<file path="src/logic/rcw_params.svh">
`ifndef RCW_PARAMS_SVH
`define RCW_PARAMS_SVH

// register indexes (byte address is four times the index)
`define RCW_IDX_SERVICE 16'hffff
`define RCW_IDX_CONFIG 16'h0010
`define RCW_IDX_STATUS 16'h0011

// configuration register fields
`define RCW_CFG_DISABLE_BIT 0
`define RCW_CFG_RATE_BIT 1
`define RCW_CFG_RESET_PIN_FUNCTION_ENABLE_BIT 2
`define RCW_CFG_RESET 3'h0

// status register fields
`define RCW_ST_CAUSE_BIT 0
`define RCW_ST_ENABLED_BIT 1
`define RCW_ST_PIN_BIT 2
`define RCW_ST_COP_LSB 8

// reset vector low byte seen on a service read (arbitrary value)
`define RCW_RESET_VEC_LO 8'h00

// axi responses
`define RCW_RESP_OKAY 2'h0
`define RCW_RESP_SLVERR 2'h2

// counter layout
`define RCW_PRE_WIDTH 12
`define RCW_COP_WIDTH 6
`define RCW_PRE_KEEP_MASK 12'h00f
`define RCW_COP_LONG_LAST 6'h3f
`define RCW_COP_SHORT_LAST 6'h01

// timing, in oscillator cycles (one core_clk cycle each)
`define RCW_RST_PIN_CYCLES 32
`define RCW_POR_CYCLES 4096

`endif

</file>
<file path="src/logic/rcw_pkg.sv">
package rcw_pkg;

  // reset pin driver states
  typedef enum logic {
    RCW_PIN_IDLE,
    RCW_PIN_DRIVE
  } rcw_pin_state_type;

  // software configuration bits
  typedef struct packed {
    logic rst_pin_en;
    logic rate_short;
    logic disable_wd;
  } rcw_cfg_type;

endpackage

</file>
<file path="src/logic/rcw_cnt_if.sv">
`timescale 1ns/1ps
`default_nettype none

// control and status between the bus side and the counter chain
interface rcw_cnt_if;
  logic run;
  logic enable;
  logic clr_pre;
  logic clr_cop;
  logic service;
  logic rate_short;
  logic overflow;
  logic [11:0] pre;
  logic [5:0] runaway_watchdog;

  modport ctrl (
    output run,
    output enable,
    output clr_pre,
    output clr_cop,
    output service,
    output rate_short,
    input overflow,
    input pre,
    input runaway_watchdog
  );

  modport cnt (
    input run,
    input enable,
    input clr_pre,
    input clr_cop,
    input service,
    input rate_short,
    output overflow,
    output pre,
    output runaway_watchdog
  );
endinterface

`default_nettype wire

</file>
<file path="src/logic/rcw_counter.sv">
`timescale 1ns/1ps
`default_nettype none
`include "rcw_params.svh"

// prescaler feeding the six-stage watchdog counter
module rcw_counter
  import rcw_pkg::*;
(
  input wire logic core_clk,
  input wire logic sys_rst,
  rcw_cnt_if.cnt cnt
);

  logic [11:0] pre_r;
  logic [11:0] pre_nxt;
  logic [5:0] cop_r;
  logic [5:0] cop_nxt;
  logic ovf_r;
  logic ovf_nxt;
  logic wrap;       // prescaler carry into the watchdog stage
  logic [5:0] last; // count at which the next carry overflows

  // next count values
  always_comb
  begin
    pre_nxt = pre_r;
    cop_nxt = cop_r;
    ovf_nxt = 1'b0;
    wrap = &pre_r;
    last = cnt.rate_short ? `RCW_COP_SHORT_LAST : `RCW_COP_LONG_LAST;
    if (cnt.clr_pre)
    begin
      pre_nxt = '0;
    end
    else if (cnt.service)
    begin
      pre_nxt = pre_r & `RCW_PRE_KEEP_MASK;
    end
    else if (cnt.run)
    begin
      pre_nxt = pre_r + 12'h001;
    end
    if (cnt.clr_cop || !cnt.enable || cnt.service)
    begin
      cop_nxt = '0;
    end
    else if (cnt.run && wrap && !cnt.clr_pre)
    begin
      if (cop_r == last)
      begin
        cop_nxt = '0;
        ovf_nxt = 1'b1;
      end
      else
      begin
        cop_nxt = cop_r + 6'h01;
      end
    end
  end

  // count registers
  always_ff @(posedge core_clk)
  begin
    if (sys_rst)
    begin
      pre_r <= '0;
      cop_r <= '0;
      ovf_r <= 1'b0;
    end
    else
    begin
      pre_r <= pre_nxt;
      cop_r <= cop_nxt;
      ovf_r <= ovf_nxt;
    end
  end

  assign cnt.pre = pre_r;
  assign cnt.runaway_watchdog = cop_r;
  assign cnt.overflow = ovf_r;

endmodule // rcw_counter

`default_nettype wire

</file>
<file path="src/logic/rcw_top.sv">
// The AXI4-Lite register port was left to the implementer.
`timescale 1ns/1ps
`default_nettype none
`include "rcw_params.svh"

module rcw_top
  import rcw_pkg::*;
#(
  parameter int ADDR_W = 18
)
(
  input wire logic core_clk,
  input wire logic sys_rst,
  input wire logic [ADDR_W-1:0] s_axi_awaddr,
  input wire logic s_axi_awvalid,
  output logic s_axi_awready,
  input wire logic [31:0] s_axi_wdata,
  input wire logic [3:0] s_axi_wstrb,
  input wire logic s_axi_wvalid,
  output logic s_axi_wready,
  output logic [1:0] s_axi_bresp,
  output logic s_axi_bvalid,
  input wire logic s_axi_bready,
  input wire logic [ADDR_W-1:0] s_axi_araddr,
  input wire logic s_axi_arvalid,
  output logic s_axi_arready,
  output logic [31:0] s_axi_rdata,
  output logic [1:0] s_axi_rresp,
  output logic s_axi_rvalid,
  input wire logic s_axi_rready,
  input wire logic stop_mode,
  input wire logic wait_mode,
  input wire logic internal_rst,
  input wire logic monitor_mode,
  input wire logic monitor_test_voltage,
  input wire logic break_active,
  input wire logic break_disables_watchdog,
  output logic wd_reset,
  output logic rst_pin_n_out,
  output logic rst_pin_oe
);

  rcw_cnt_if cnt_if ();

  // bus state
  logic awready_r, awready_nxt;
  logic wready_r, wready_nxt;
  logic aw_full_r, aw_full_nxt;
  logic w_full_r, w_full_nxt;
  logic [15:0] aw_idx_r, aw_idx_nxt;
  logic [31:0] wdata_r, wdata_nxt;
  logic wstrb0_r, wstrb0_nxt;
  logic bvalid_r, bvalid_nxt;
  logic [1:0] bresp_r, bresp_nxt;
  logic arready_r, arready_nxt;
  logic rvalid_r, rvalid_nxt;
  logic [31:0] rdata_r, rdata_nxt;
  logic [1:0] rresp_r, rresp_nxt;
  logic do_wr;          // both halves of a write are held
  logic [15:0] ar_idx;  // read word index

  // configuration and status state
  rcw_cfg_type cfg_r, cfg_nxt;
  logic cfg_lock_r, cfg_lock_nxt;
  logic cause_r, cause_nxt;
  logic service;

  // reset pin and power-on state
  rcw_pin_state_type pin_r, pin_nxt;
  logic [5:0] pin_cnt_r, pin_cnt_nxt;
  logic [12:0] por_cnt_r, por_cnt_nxt;
  logic por_clr_r, por_clr_nxt;
  logic wd_reset_r, wd_reset_nxt;

  // test voltage pin synchroniser
  logic vtst_meta_r;
  logic vtst_sync_r;
  logic enabled;

  // two flops before anything reads the pin
  always_ff @(posedge core_clk)
  begin
    if (sys_rst)
    begin
      vtst_meta_r <= 1'b0;
      vtst_sync_r <= 1'b0;
    end
    else
    begin
      vtst_meta_r <= monitor_test_voltage;
      vtst_sync_r <= vtst_meta_r;
    end
  end

  // watchdog enable and counter control
  always_comb
  begin
    enabled = !cfg_r.disable_wd;
    if (monitor_mode && vtst_sync_r)
    begin
      enabled = 1'b0;
    end
    if (monitor_mode && break_active && break_disables_watchdog)
    begin
      enabled = 1'b0;
    end
  end

  assign cnt_if.enable = enabled;
  // stop gates oscillator; wait keeps running
  assign cnt_if.run = !stop_mode;
  // stop, reset and por clear prescaler
  assign cnt_if.clr_pre = stop_mode || internal_rst || por_clr_r;
  assign cnt_if.clr_cop = internal_rst;
  assign cnt_if.service = service;
  assign cnt_if.rate_short = cfg_r.rate_short;

  // counters run on core_clk, the oscillator
  rcw_counter u_counter (
    .core_clk(core_clk),
    .sys_rst(sys_rst),
    .cnt(cnt_if)
  );

  // axi-lite write and read channels
  always_comb
  begin
    awready_nxt = awready_r;
    wready_nxt = wready_r;
    aw_full_nxt = aw_full_r;
    w_full_nxt = w_full_r;
    aw_idx_nxt = aw_idx_r;
    wdata_nxt = wdata_r;
    wstrb0_nxt = wstrb0_r;
    bvalid_nxt = bvalid_r;
    bresp_nxt = bresp_r;
    arready_nxt = arready_r;
    rvalid_nxt = rvalid_r;
    rdata_nxt = rdata_r;
    rresp_nxt = rresp_r;
    ar_idx = s_axi_araddr[17:2];
    // write waits for an earlier response to drain
    do_wr = aw_full_r && w_full_r && !bvalid_r;
    if (s_axi_awvalid && awready_r)
    begin
      aw_full_nxt = 1'b1;
      aw_idx_nxt = s_axi_awaddr[17:2];
    end
    if (s_axi_wvalid && wready_r)
    begin
      w_full_nxt = 1'b1;
      wdata_nxt = s_axi_wdata;
      wstrb0_nxt = s_axi_wstrb[0];
    end
    if (do_wr)
    begin
      aw_full_nxt = 1'b0;
      w_full_nxt = 1'b0;
      bvalid_nxt = 1'b1;
      bresp_nxt = `RCW_RESP_SLVERR;
      if (aw_idx_r == `RCW_IDX_SERVICE || aw_idx_r == `RCW_IDX_CONFIG
          || aw_idx_r == `RCW_IDX_STATUS)
      begin
        bresp_nxt = `RCW_RESP_OKAY;
      end
    end
    else if (bvalid_r && s_axi_bready)
    begin
      bvalid_nxt = 1'b0;
    end
    awready_nxt = !aw_full_nxt;
    wready_nxt = !w_full_nxt;
    // read answered the cycle after it is taken
    if (s_axi_arvalid && arready_r)
    begin
      arready_nxt = 1'b0;
      rvalid_nxt = 1'b1;
      rresp_nxt = `RCW_RESP_OKAY;
      rdata_nxt = '0;
      unique case (ar_idx)
        `RCW_IDX_SERVICE: rdata_nxt[7:0] = `RCW_RESET_VEC_LO;
        `RCW_IDX_CONFIG: rdata_nxt[2:0] = cfg_r;
        `RCW_IDX_STATUS:
        begin
          rdata_nxt[`RCW_ST_CAUSE_BIT] = cause_r;
          rdata_nxt[`RCW_ST_ENABLED_BIT] = enabled;
          rdata_nxt[`RCW_ST_PIN_BIT] = (pin_r == RCW_PIN_DRIVE);
          rdata_nxt[`RCW_ST_COP_LSB +: 6] = cnt_if.runaway_watchdog;
        end
        default: rresp_nxt = `RCW_RESP_SLVERR;
      endcase
    end
    else if (rvalid_r && s_axi_rready)
    begin
      rvalid_nxt = 1'b0;
      arready_nxt = 1'b1;
    end
  end

  // bus registers
  always_ff @(posedge core_clk)
  begin
    if (sys_rst)
    begin
      awready_r <= 1'b1;
      wready_r <= 1'b1;
      aw_full_r <= 1'b0;
      w_full_r <= 1'b0;
      aw_idx_r <= '0;
      wdata_r <= '0;
      wstrb0_r <= 1'b0;
      bvalid_r <= 1'b0;
      bresp_r <= `RCW_RESP_OKAY;
      arready_r <= 1'b1;
      rvalid_r <= 1'b0;
      rdata_r <= '0;
      rresp_r <= `RCW_RESP_OKAY;
    end
    else
    begin
      awready_r <= awready_nxt;
      wready_r <= wready_nxt;
      aw_full_r <= aw_full_nxt;
      w_full_r <= w_full_nxt;
      aw_idx_r <= aw_idx_nxt;
      wdata_r <= wdata_nxt;
      wstrb0_r <= wstrb0_nxt;
      bvalid_r <= bvalid_nxt;
      bresp_r <= bresp_nxt;
      arready_r <= arready_nxt;
      rvalid_r <= rvalid_nxt;
      rdata_r <= rdata_nxt;
      rresp_r <= rresp_nxt;
    end
  end

  // configuration, service and cause flag
  always_comb
  begin
    cfg_nxt = cfg_r;
    cfg_lock_nxt = cfg_lock_r;
    cause_nxt = cause_r;
    service = do_wr && (aw_idx_r == `RCW_IDX_SERVICE);
    if (do_wr && wstrb0_r && aw_idx_r == `RCW_IDX_CONFIG)
    begin
      // pin enable stays writable; period and disable only once
      cfg_nxt.rst_pin_en = wdata_r[`RCW_CFG_RESET_PIN_FUNCTION_ENABLE_BIT];
      if (!cfg_lock_r)
      begin
        cfg_nxt.disable_wd = wdata_r[`RCW_CFG_DISABLE_BIT];
        cfg_nxt.rate_short = wdata_r[`RCW_CFG_RATE_BIT];
        cfg_lock_nxt = 1'b1;
      end
    end
    // write one clears the cause flag
    if (do_wr && wstrb0_r && aw_idx_r == `RCW_IDX_STATUS
        && wdata_r[`RCW_ST_CAUSE_BIT])
    begin
      cause_nxt = 1'b0;
    end
    // overflow sets cause, wins over clear
    if (cnt_if.overflow && enabled)
    begin
      cause_nxt = 1'b1;
    end
  end

  // configuration registers
  always_ff @(posedge core_clk)
  begin
    if (sys_rst)
    begin
      cfg_r <= `RCW_CFG_RESET;
      cfg_lock_r <= 1'b0;
      cause_r <= 1'b0;
    end
    else
    begin
      cfg_r <= cfg_nxt;
      cfg_lock_r <= cfg_lock_nxt;
      cause_r <= cause_nxt;
    end
  end

  // reset pulse, pin driver and power-on prescaler clear
  always_comb
  begin
    pin_nxt = pin_r;
    pin_cnt_nxt = pin_cnt_r;
    por_cnt_nxt = por_cnt_r;
    por_clr_nxt = 1'b0;
    // overflow gives a reset, never an interrupt
    wd_reset_nxt = cnt_if.overflow && enabled;
    // one clear after the power-on delay
    if (por_cnt_r != 13'(`RCW_POR_CYCLES))
    begin
      por_cnt_nxt = por_cnt_r + 13'h0001;
      por_clr_nxt = (por_cnt_nxt == 13'(`RCW_POR_CYCLES));
    end
    unique case (pin_r)
      RCW_PIN_IDLE:
      begin
        if (wd_reset_nxt && cfg_r.rst_pin_en)
        begin
          pin_nxt = RCW_PIN_DRIVE;
          pin_cnt_nxt = 6'(`RCW_RST_PIN_CYCLES - 1);
        end
      end
      RCW_PIN_DRIVE:
      begin
        if (pin_cnt_r == 6'h00)
        begin
          pin_nxt = RCW_PIN_IDLE;
        end
        else
        begin
          pin_cnt_nxt = pin_cnt_r - 6'h01;
        end
      end
    endcase
  end

  // pin and power-on registers
  always_ff @(posedge core_clk)
  begin
    if (sys_rst)
    begin
      pin_r <= RCW_PIN_IDLE;
      pin_cnt_r <= '0;
      por_cnt_r <= '0;
      por_clr_r <= 1'b0;
      wd_reset_r <= 1'b0;
    end
    else
    begin
      pin_r <= pin_nxt;
      pin_cnt_r <= pin_cnt_nxt;
      por_cnt_r <= por_cnt_nxt;
      por_clr_r <= por_clr_nxt;
      wd_reset_r <= wd_reset_nxt;
    end
  end

  assign s_axi_awready = awready_r;
  assign s_axi_wready = wready_r;
  assign s_axi_bvalid = bvalid_r;
  assign s_axi_bresp = bresp_r;
  assign s_axi_arready = arready_r;
  assign s_axi_rvalid = rvalid_r;
  assign s_axi_rdata = rdata_r;
  assign s_axi_rresp = rresp_r;
  assign wd_reset = wd_reset_r;
  // open drain: only ever drives low
  assign rst_pin_n_out = 1'b0;
  assign rst_pin_oe = (pin_r == RCW_PIN_DRIVE);

endmodule // rcw_top

`default_nettype wire

</file>
<file path="config.mk">
export PLATFORM = sky130hd
export DESIGN_NAME = rcw_top
export DESIGN_NICKNAME = d
export VERILOG_FILES = /design/src/logic/rcw_pkg.sv /design/src/logic/rcw_cnt_if.sv /design/src/logic/rcw_counter.sv /design/src/logic/rcw_top.sv
export VERILOG_INCLUDE_DIRS = /design/src /design/src/logic
export SDC_FILE = /design/constraint.sdc
export NUM_CORES = 1
export LEC_CHECK = 0
export ABC_CLOCK_PERIOD_IN_PS = 2130
export BUFFER_PORTS_ARGS = -buffer_cell sky130_fd_sc_hd__buf_2
export CORE_MARGIN = 4
export CORE_UTILIZATION = 30
export DETAILED_ROUTE_END_ITERATION = 7
export HOLD_SLACK_MARGIN = 0.06
export PLACE_DENSITY_LB_ADDON = 0.05
export SLEW_MARGIN = 20
export SYNTH_ARGS = -nofsm -noshare
export SYNTH_HDL_FRONTEND = slang
export SYNTH_SLANG_ARGS = --single-unit
</file>
<file path="constraint.sdc">
create_clock -name core_clk -period 2.13 [get_ports core_clk]
set_clock_uncertainty 0.05 [all_clocks]
set_input_delay 0.213 -clock core_clk [delete_from_list [all_inputs] [get_ports core_clk]]
set_output_delay 0.213 -clock core_clk [all_outputs]
set_load 0.05 [all_outputs]
</file>
## Word-level counts from Yosys, hierarchy flattened

Index checks and enable logic that the tools add are counted.

| storage, ports and cells | value |
|---|---|
| flip-flop bits (word level) | 88 |
| input bits | 86 |
| output and inout port bits | 44 |
| word-level logic and storage cells | 123 |

| operators by class | value |
|---|---|
| add/sub/neg operators | 4 |
| equality and inequality tests | 11 |
| muxes and demuxes | 27 |
| bitwise gates (word level) | 6 |
| reductions and logical operators | 46 |

Operators by type and width:

| cell | number |
|---|---|
| $eq 16x5->1 const B | 4 |
| $eq 16x16->1 const B | 2 |
| $mux 6 | 5 |
| $logic_and 1x1->1 | 19 |
| $mux 1 | 17 |
| $add 13x1->13 const B | 1 |
| $eq 13x13->1 const B | 1 |
| $ne 13x13->1 const B | 1 |
| $add 12x1->12 const B | 1 |
| $pmux 6 s2 | 1 |
| $reduce_and 12->1 | 1 |
| $reduce_or 3->1 | 3 |
| $logic_not 1->1 | 7 |
| $add 6x1->6 const B | 1 |
| $eq 6x6->1 | 1 |
| $logic_not 6->1 | 1 |
| $logic_or 1x1->1 | 6 |
| $not 1->1 | 6 |
| $pmux 3 s2 | 1 |
| $reduce_and 2->1 | 3 |
| $reduce_bool 2->1 | 3 |
| $reduce_or 2->1 | 3 |
| $sub 6x1->6 const B | 1 |
| $mux 2 | 2 |
| other kinds (2) | 3 |

## Depth between registers and ports, before layout

Gate-level depths: netlist of run 1.

| logic depth | value |
|---|---|
| depth after elaboration | 7 |
| depth in mapped cells | 8 |

## Cells and area by module

A second synthesis of run 1 with hierarchy kept.

| unflattened totals | value |
|---|---|
| cell total of the unflattened synthesis | 484 |
| area, all modules | 4057.6 µm² |

By module, submodules not included:

| module | times used | cells each | area each (µm²) | sequential area each (µm²) |
|---|---|---|---|---|
| rcw_top | 1 | 378 | 3120.5 | 1341.3 |
| rcw_counter | 1 | 106 | 937.1 | 380.4 |

## Worst setup path after synthesis of run 1

OpenSTA, ideal clock, no wires.

| path | value |
|---|---|
| path kind | register to register |
| start | register por_cnt_r[3] |
| end | register por_clr_r |
| library setup time | 0.134 ns |
| data arrival time | 1.740 ns |
| setup slack | 0.206 ns |
| cell stages (with the launch flop) | 8 |
| buffers on the path | 2 |
| clock period less this slack | 1.924 ns |
| path through | dfxtp_1 -> buf_2 -> or4_1 -> or4_1 -> buf_2 -> and4b_4 -> o2111ai_2 -> nor4_1 |

| on the way | value |
|---|---|
| longest elaborated chain between the ends | 3 |
| elaborated cells on any way between the ends | 5 |
| classes of those cells | 1 x add/sub; 2 x eq/ne; 1 x bitwise; 1 x reduce/logical |

Ends and longest elaborated chain:

| element | RTL line | source |
|---|---|---|
| start, declared | rcw_top.sv:71 | `logic [12:0] por_cnt_r, por_cnt_nxt;` |
| start signal, assigned | rcw_top.sv:338 | `por_cnt_r <= por_cnt_nxt;` |
| branches (longest 3 deep; another with $add 13x1->13) | n/a |  |
| end signal, assigned | rcw_top.sv:339 | `por_clr_r <= por_clr_nxt;` |
| end, declared | rcw_top.sv:72 | `logic por_clr_r, por_clr_nxt;` |

Several ways; the timed one is not identified.
A chain may end at the register's enable or synchronous reset.

## Final worst setup path of run 1

| path | value |
|---|---|
| start | register por_cnt_r[5] |
| end | register por_clr_r |

Same word-level chain as after synthesis.

==> impl_metrics.env, run 1 <==
export IMPL_finalSetupTns_ps=0
export IMPL_synth_area_leaders="dfxtp_1, nand2_1, nor2_1, buf_4, xnor2_1"
export IMPL_fill_cells=1365
export IMPL_wl_met1_um=4371
export IMPL_drv_slew=0
export IMPL_syn_to_final_growth_pct=22.81
export IMPL_grt_overflow_total=0
export IMPL_power_frac_clock_pct=42.1
export IMPL_design_power_total_uw=3577
export IMPL_dp_final_hpwl_um=6847
export IMPL_antenna_cells=0
export IMPL_die_h_um=122.1
export IMPL_max_freq_ghz=0.5235
export IMPL_clkTransAtPathRegs_ps=60
export IMPL_critPathKind="flop to flop"
export IMPL_path_cells="or3_1 -> or4_1 -> and4b_4 -> o2111ai_2 -> nor4_1"
export IMPL_crit_path_start_kind="flop"
export IMPL_worst_ep_required_time_ps=2280
export IMPL_drive_gt1_share_pct=17.97
export IMPL_cts_buffer_depth=2
export IMPL_grt_pass1_vias=3064
export IMPL_layout_min_cycle_time_ps=1910
export IMPL_wl_per_cell_um=12.94
export IMPL_crit_slowest_cell="or4_1"
export IMPL_grt_max_degree=34
export IMPL_rows=41
export IMPL_hold_path_class="primary input to flop"
export IMPL_synthCells=461
export IMPL_synthArstFlopShare_pct=0
export IMPL_wl_met3_um=479
export IMPL_first_pass_iters=4
export IMPL_clockRootBuffer="clkbuf_16"
export IMPL_cp_arrival_ps=2060
export IMPL_worstPathMaxFanout=5
export IMPL_p_int_uw=2652
export IMPL_timing_final_crit_share_pct=89.69
export IMPL_clock_sinks=86
export IMPL_hold_viol=0
export IMPL_fp_dieArea_um2=14910
export IMPL_p_leak_uw=0.001904
export IMPL_via_count=3295
export IMPL_yosys_warnings=0
export IMPL_netlist_top_cells_count="dfxtp_1, nand2_1, nor2_1"
export IMPL_io_pins=130
export IMPL_detail_route_antenna_nets=0
export IMPL_netlist_area_um2=3906
export IMPL_synth_edf_count=0
export IMPL_postSynthAreaPerCell_um2=8.473
export IMPL_crit_path_end_kind="flop"
export IMPL_cts_buffers=9
export IMPL_yosysTopAreaCell="dfxtp_1"
export IMPL_p_seq_share_pct=47.2
export IMPL_track_usage_pct=12.78
export IMPL_postCtsSetupBuffers=0
export IMPL_die_x_um=122.1
export IMPL_slew_headroom_pct=58.58
export IMPL_fp_coreArea_um2=12670
export IMPL_gp_congestion=0.7947
export IMPL_dr_wl_met2_um=4346
export IMPL_drtIter0Drc=158
export IMPL_comb_power_share_pct=10.7
export IMPL_ys_types=51
export IMPL_critPathBufInv=0
export IMPL_setup_viol=0
export IMPL_dr_max_layer_used="met4"
export IMPL_port_buffers=66
export IMPL_cp_slowest_stage_delay_ps=610
export IMPL_cts_tree="done"
export IMPL_vdd_drop_max_v=0.0004099
export IMPL_ys_seq_elements=86
export IMPL_cp_top_family="simple AND/OR/NAND/NOR gates"
export IMPL_maxCapViolations=0
export IMPL_avgViaCountPerCell=4.557
export IMPL_p_switching_uw=925.4
export IMPL_rsz0062_at_grt="false"
export IMPL_antenna_found_initial=0
export IMPL_start_util_pct=30.83
export IMPL_synth_top_area_share_pct=44.07
export IMPL_status="completed"
export IMPL_routed_wirelength_um=9354
export IMPL_nets=638
export IMPL_swShare_pct=25.87
export IMPL_worst_pin_slew_ps=621.4
export IMPL_grt_pass1_wl_um=14880
export IMPL_power_density_nw_per_um2=745.7
export IMPL_cts_htree_levels=3
export IMPL_ys_flop_type="dfxtp_1"
export IMPL_ys_seq_area_share_pct=44.07
export IMPL_clk_latency_ps=340
export IMPL_drcViolationCount=0
export IMPL_synth_most_common_cell="dfxtp_1"
==> repair_timing <==
action / 4_1_cts / 5_1_grt
gates resized for setup: 0 / 0
hold buffers: 14 / 0
endpoints found under the hold margin: 14 / 0
setup endpoints to repair: 0 / 0
==> worst paths after layout <==
check,slack [ps],depth (start not counted),startpoint,end
setup / recovery,220,5,por_cnt_r[5]$_SDFFE_PP0N_,por_clr_r$_SDFF_PP0_
hold / removal,80,3,s_axi_awaddr[17],aw_idx_r[15]$_SDFFE_PP0P_
setup reg to reg,220,5,por_cnt_r[5]$_SDFFE_PP0N_,por_clr_r$_SDFF_PP0_
hold reg to reg,400,2,s_axi_rdata[1]$_SDFFE_PP0P_,s_axi_rdata[1]$_SDFFE_PP0P_
==> cell families after synthesis <==
family	Yosys count	share of synthesized area (%)
buffers and inverters	57	8.264
AO/OA/AOI/OAI	62	10.25
multiplexers	8	2.050
AND/OR/NAND/NOR	210	26.39
XOR/XNOR	31	6.951
other	1	0.09600
flip-flops	86	44.07
adder cells (fa/ha/maj)	6	1.922
==> power by group through the flow <==
stage	clock network (µW)	registers [µW]	logic, µW
2_1_floorplan	0	1750	272
3_3_place_gp	0	1720	367
3_5_place_dp	0	1730	368
4_1_cts	1580	1690	389
5_1_grt	1640	1690	422
6_report	1500	1690	384
==> area by class of cell <==
cell class                      instances  area [µm²]  area share, %
Inverter                               13       48.80          1.017
Tap cell                              172       215.2          4.486
Sequential cell                        86        1722          35.89
Clock inverter                          3       17.52         0.3652
Clock buffer                           13       270.3          5.634
Multi-Input combinational cell        343        1956          40.77
Timing Repair Buffer                   93       568.0          11.84
==> cells in the final DEF (no fill, tap or decap), drive strengths merged, types with 2 or more instances in the layout <==
cell type / instances
a21o: 2
a21oi: 34
a22oi: 6
a311oi: 2
a31oi: 2
and2: 2
and3: 4
and4b: 2
buf: 79
clkbuf: 13
clkinv: 2
conb: 26
dfxtp: 86
dlygate4sd3: 14
ha: 6
inv: 13
mux2i: 8
nand2: 63
nand2b: 3
nand3: 9
nand3b: 3
nand4: 22
nor2: 62
nor2b: 2
nor3: 12
nor3b: 2
nor4: 10
nor4b: 2
o2111a: 2
o21a: 5
or3: 3
or4: 4
xnor2: 21
xor2: 10
==> through the flow <==
step / util [%] / hold WS (ps) / area [µm²] / setup WS, ps / std cells
after floorplan: - / 291.2 / 4000 / 206.0 / 486
after global placement: 34.48 / 368.7 / 4369 / 196.1 / 693
after detailed placement: 34.48 / 378.7 / 4369 / 224.1 / 693
after CTS: 37.86 / 68.11 / 4797 / 193.9 / 723
after global routing: 37.86 / 68.02 / 4797 / 67.13 / 723
final: 37.86 / 82.93 / 4797 / 219.6 / 723
==> tightest hold or removal path, stage by stage <==
cell,delay [ps]
buf_2,100
nand2_1,60
a21oi_1,50
==> sequential cells by signal, indices dropped and copies added (netlist names), 2 cells and up <==
| signal | flops |
|---|---|
| aw_idx_r | 16 |
| cfg_r | 2 |
| pin_cnt_r | 6 |
| s_axi_rdata | 9 |
| wdata_r | 3 |
| u_counter.cnt.runaway_watchdog | 6 |
| u_counter.cnt.pre | 12 |
| por_cnt_r | 13 |
==> routing by layer <==
metal  GRT usage, %  vias up
li1               -     1712
met1          16.25     1512
met2          20.68       58
met3          3.853       13
met4          4.339        0
met5              0        -
Power figures use the tool's default switching activity.
==> inputs of run 2 (changes only) <==
==> constraint.sdc (replaced) <==
create_clock -name core_clk -period 2.13 [get_ports core_clk]
set_clock_uncertainty 0.05 [all_clocks]
set_input_delay 0.1065 -clock core_clk [delete_from_list [all_inputs] [get_ports core_clk]]
set_output_delay 0.1065 -clock core_clk [all_outputs]
set_load 0.05 [all_outputs]
==> run 2 against run 1 <==
Combinational power grew 5%. Cell count grew 1.7%. Via count grew 1.4%. Total power grew 6.9%. Sequential cell count is the same. Sequential share of layout area shrank 1.2 points. Sequential power is essentially flat. Clock-buffer cell count is the same. Die area is the same. Critical path depth is the same. Utilization grew 1.3 points. Non-clock buffer count grew 12. Highest routed layer unchanged.
==> impl_metrics.env, run 2 (same netlist as run 1, synthesis figures left out) <==
export IMPL_io_pins=130
export IMPL_comb_power_share_pct=10.5
export IMPL_grt_max_degree=22
export IMPL_worst_ep_required_time_ps=2290
export IMPL_postCtsSetupBuffers=0
export IMPL_top_register="aw_idx_r"
export IMPL_maxCapViolations=0
export IMPL_worst_pin_slew_ps=615.1
export IMPL_die_x_um=122.1
export IMPL_layout_commonest_cell="dfxtp_1"
export IMPL_crit_path_end_kind="flop"
export IMPL_via_count=3341
export IMPL_hold_viol=0
export IMPL_grt_overflow_total=0
export IMPL_p_seq_share_pct=44.2
export IMPL_antenna_found_initial=0
export IMPL_r2r_cells=5
export IMPL_final_cell_mix="dfxtp_1, buf_2, nor2_1, nand2_1, a21oi_1"
export IMPL_critPathKind="flop to flop"
export IMPL_cp_arrival_ps=2070
export IMPL_timing_final_crit_share_pct=89.71
export IMPL_p_switching_uw=919.1
export IMPL_pre_cts_ws_ps=130.5
export IMPL_setup_viol=0
export IMPL_largest_register_ffs=16
export IMPL_rsz0062_at_grt="false"
export IMPL_cts_tree="done"
export IMPL_syn_to_final_growth_pct=27.10
export IMPL_status="completed"
export IMPL_clk_latency_ps=340
export IMPL_drv_slew=0
export IMPL_start_util_pct=30.83
export IMPL_antenna_cells=0
export IMPL_hold_path_class="primary input to flop"
export IMPL_p_leak_uw=0.001977
export IMPL_max_freq_ghz=0.5233
export IMPL_first_pass_iters=6
export IMPL_die_h_um=122.1
export IMPL_power_frac_clock_pct=45.3
export IMPL_cts_buffer_depth=2
export IMPL_power_density_nw_per_um2=770.4
export IMPL_gp_congestion=0.7507
export IMPL_clkTransAtPathRegs_ps=60
export IMPL_p_int_uw=2906
export IMPL_clock_sinks=86
export IMPL_finalSetupTns_ps=0
export IMPL_rows=41
export IMPL_layout_min_cycle_time_ps=1911
export IMPL_grt_pass1_wl_um=15100
export IMPL_avgViaCountPerCell=4.546
export IMPL_nets=650
export IMPL_clockRootBuffer="clkbuf_16"
export IMPL_swShare_pct=24.03
export IMPL_slew_headroom_pct=58.99
export IMPL_fp_dieArea_um2=14910
export IMPL_placed_cells=694
export IMPL_drive_gt1_share_pct=17.94
export IMPL_drtIter0Drc=116
export IMPL_vdd_drop_max_v=0.0003646
export IMPL_track_usage_pct=12.90
export IMPL_layout_setup_ws_ps=219.2
export IMPL_dp_final_hpwl_um=6827
export IMPL_worstPathMaxFanout=6
export IMPL_grt_pass1_vias=3171
export IMPL_port_buffers=66
export IMPL_routed_wirelength_um=9259
export IMPL_cts_buffers=9
export IMPL_detail_route_antenna_nets=0
export IMPL_cts_htree_levels=3
export IMPL_fp_coreArea_um2=12670
export IMPL_worstHoldPathCells=4
export IMPL_drcViolationCount=0
export IMPL_crit_path_start_kind="flop"
export IMPL_wl_per_cell_um=12.60
export IMPL_stdcell_count=735
[run 2: power groups by stage]
stage / sequential [µW] / clock [µW] / combinational, µW
2_1_floorplan: 1750 / 0 / 272
3_3_place_gp: 1720 / 0 / 369
4_1_cts: 1690 / 1800 / 407
5_1_grt: 1690 / 1860 / 443
3_5_place_dp: 1730 / 0 / 371
6_report: 1690 / 1730 / 403
[run 2: final timing paths]
path	startpoint	to	slack, ps
max	por_cnt_r[6]$_SDFFE_PP0N_	por_clr_r$_SDFF_PP0_	220
min	internal_rst	u_counter.cnt.runaway_watchdog[0]$_SDFFE_PP0P_	100
max reg2reg	por_cnt_r[6]$_SDFFE_PP0N_	por_clr_r$_SDFF_PP0_	220
min reg2reg	vtst_meta_r$_SDFF_PP0_	vtst_sync_r$_SDFF_PP0_	390
[run 2: critical path, stage by stage (launching register included)]
cell and delay (ps):
dfxtp_1 370, or3_1 390, or4_1 600, and4b_4 230
o2111ai_2 70, nor4_1 80
[run 2: cell type report]
cell class / count / area [µm²]
inverter: 13 / 48.80
clock inverter: 3 / 65.06
sequential: 86 / 1722
fill: 1320 / 7706
clock buffer: 13 / 270.3
timing repair buffer: 105 / 685.7
tap: 172 / 215.2
multi-input combinational: 343 / 1958
[run 2: per-layer routing]
metal | wire length, µm | share of wire [%] | track usage [%]
met4 | 103 | 1.1 | 3.569
met1 | 4381 | 47 | 16.62
met5 | 0 | 0 | 0
met2 | 4364 | 47 | 20.82
met3 | 409 | 4.4 | 4.132
[run 2: per-stage QoR]
step	power [µW]	hold slack, ps	instance area, µm²	utilization [%]
2_1_floorplan	2024	184.7	4000	-
6_report	3825	104.8	4965	39.18
5_1_grt	3998	120.2	4965	39.18
3_5_place_dp	2096	278.6	4377	34.54
3_3_place_gp	2093	280.3	4377	34.54
4_1_cts	3897	83.82	4962	39.16
[run 2: timing repair]
action / in CTS / in global routing
hold buffers: 25 / 0
endpoints found under the hold margin: 26 / 0
resized for setup: 0 / 1
setup endpoints to repair: 0 / 1
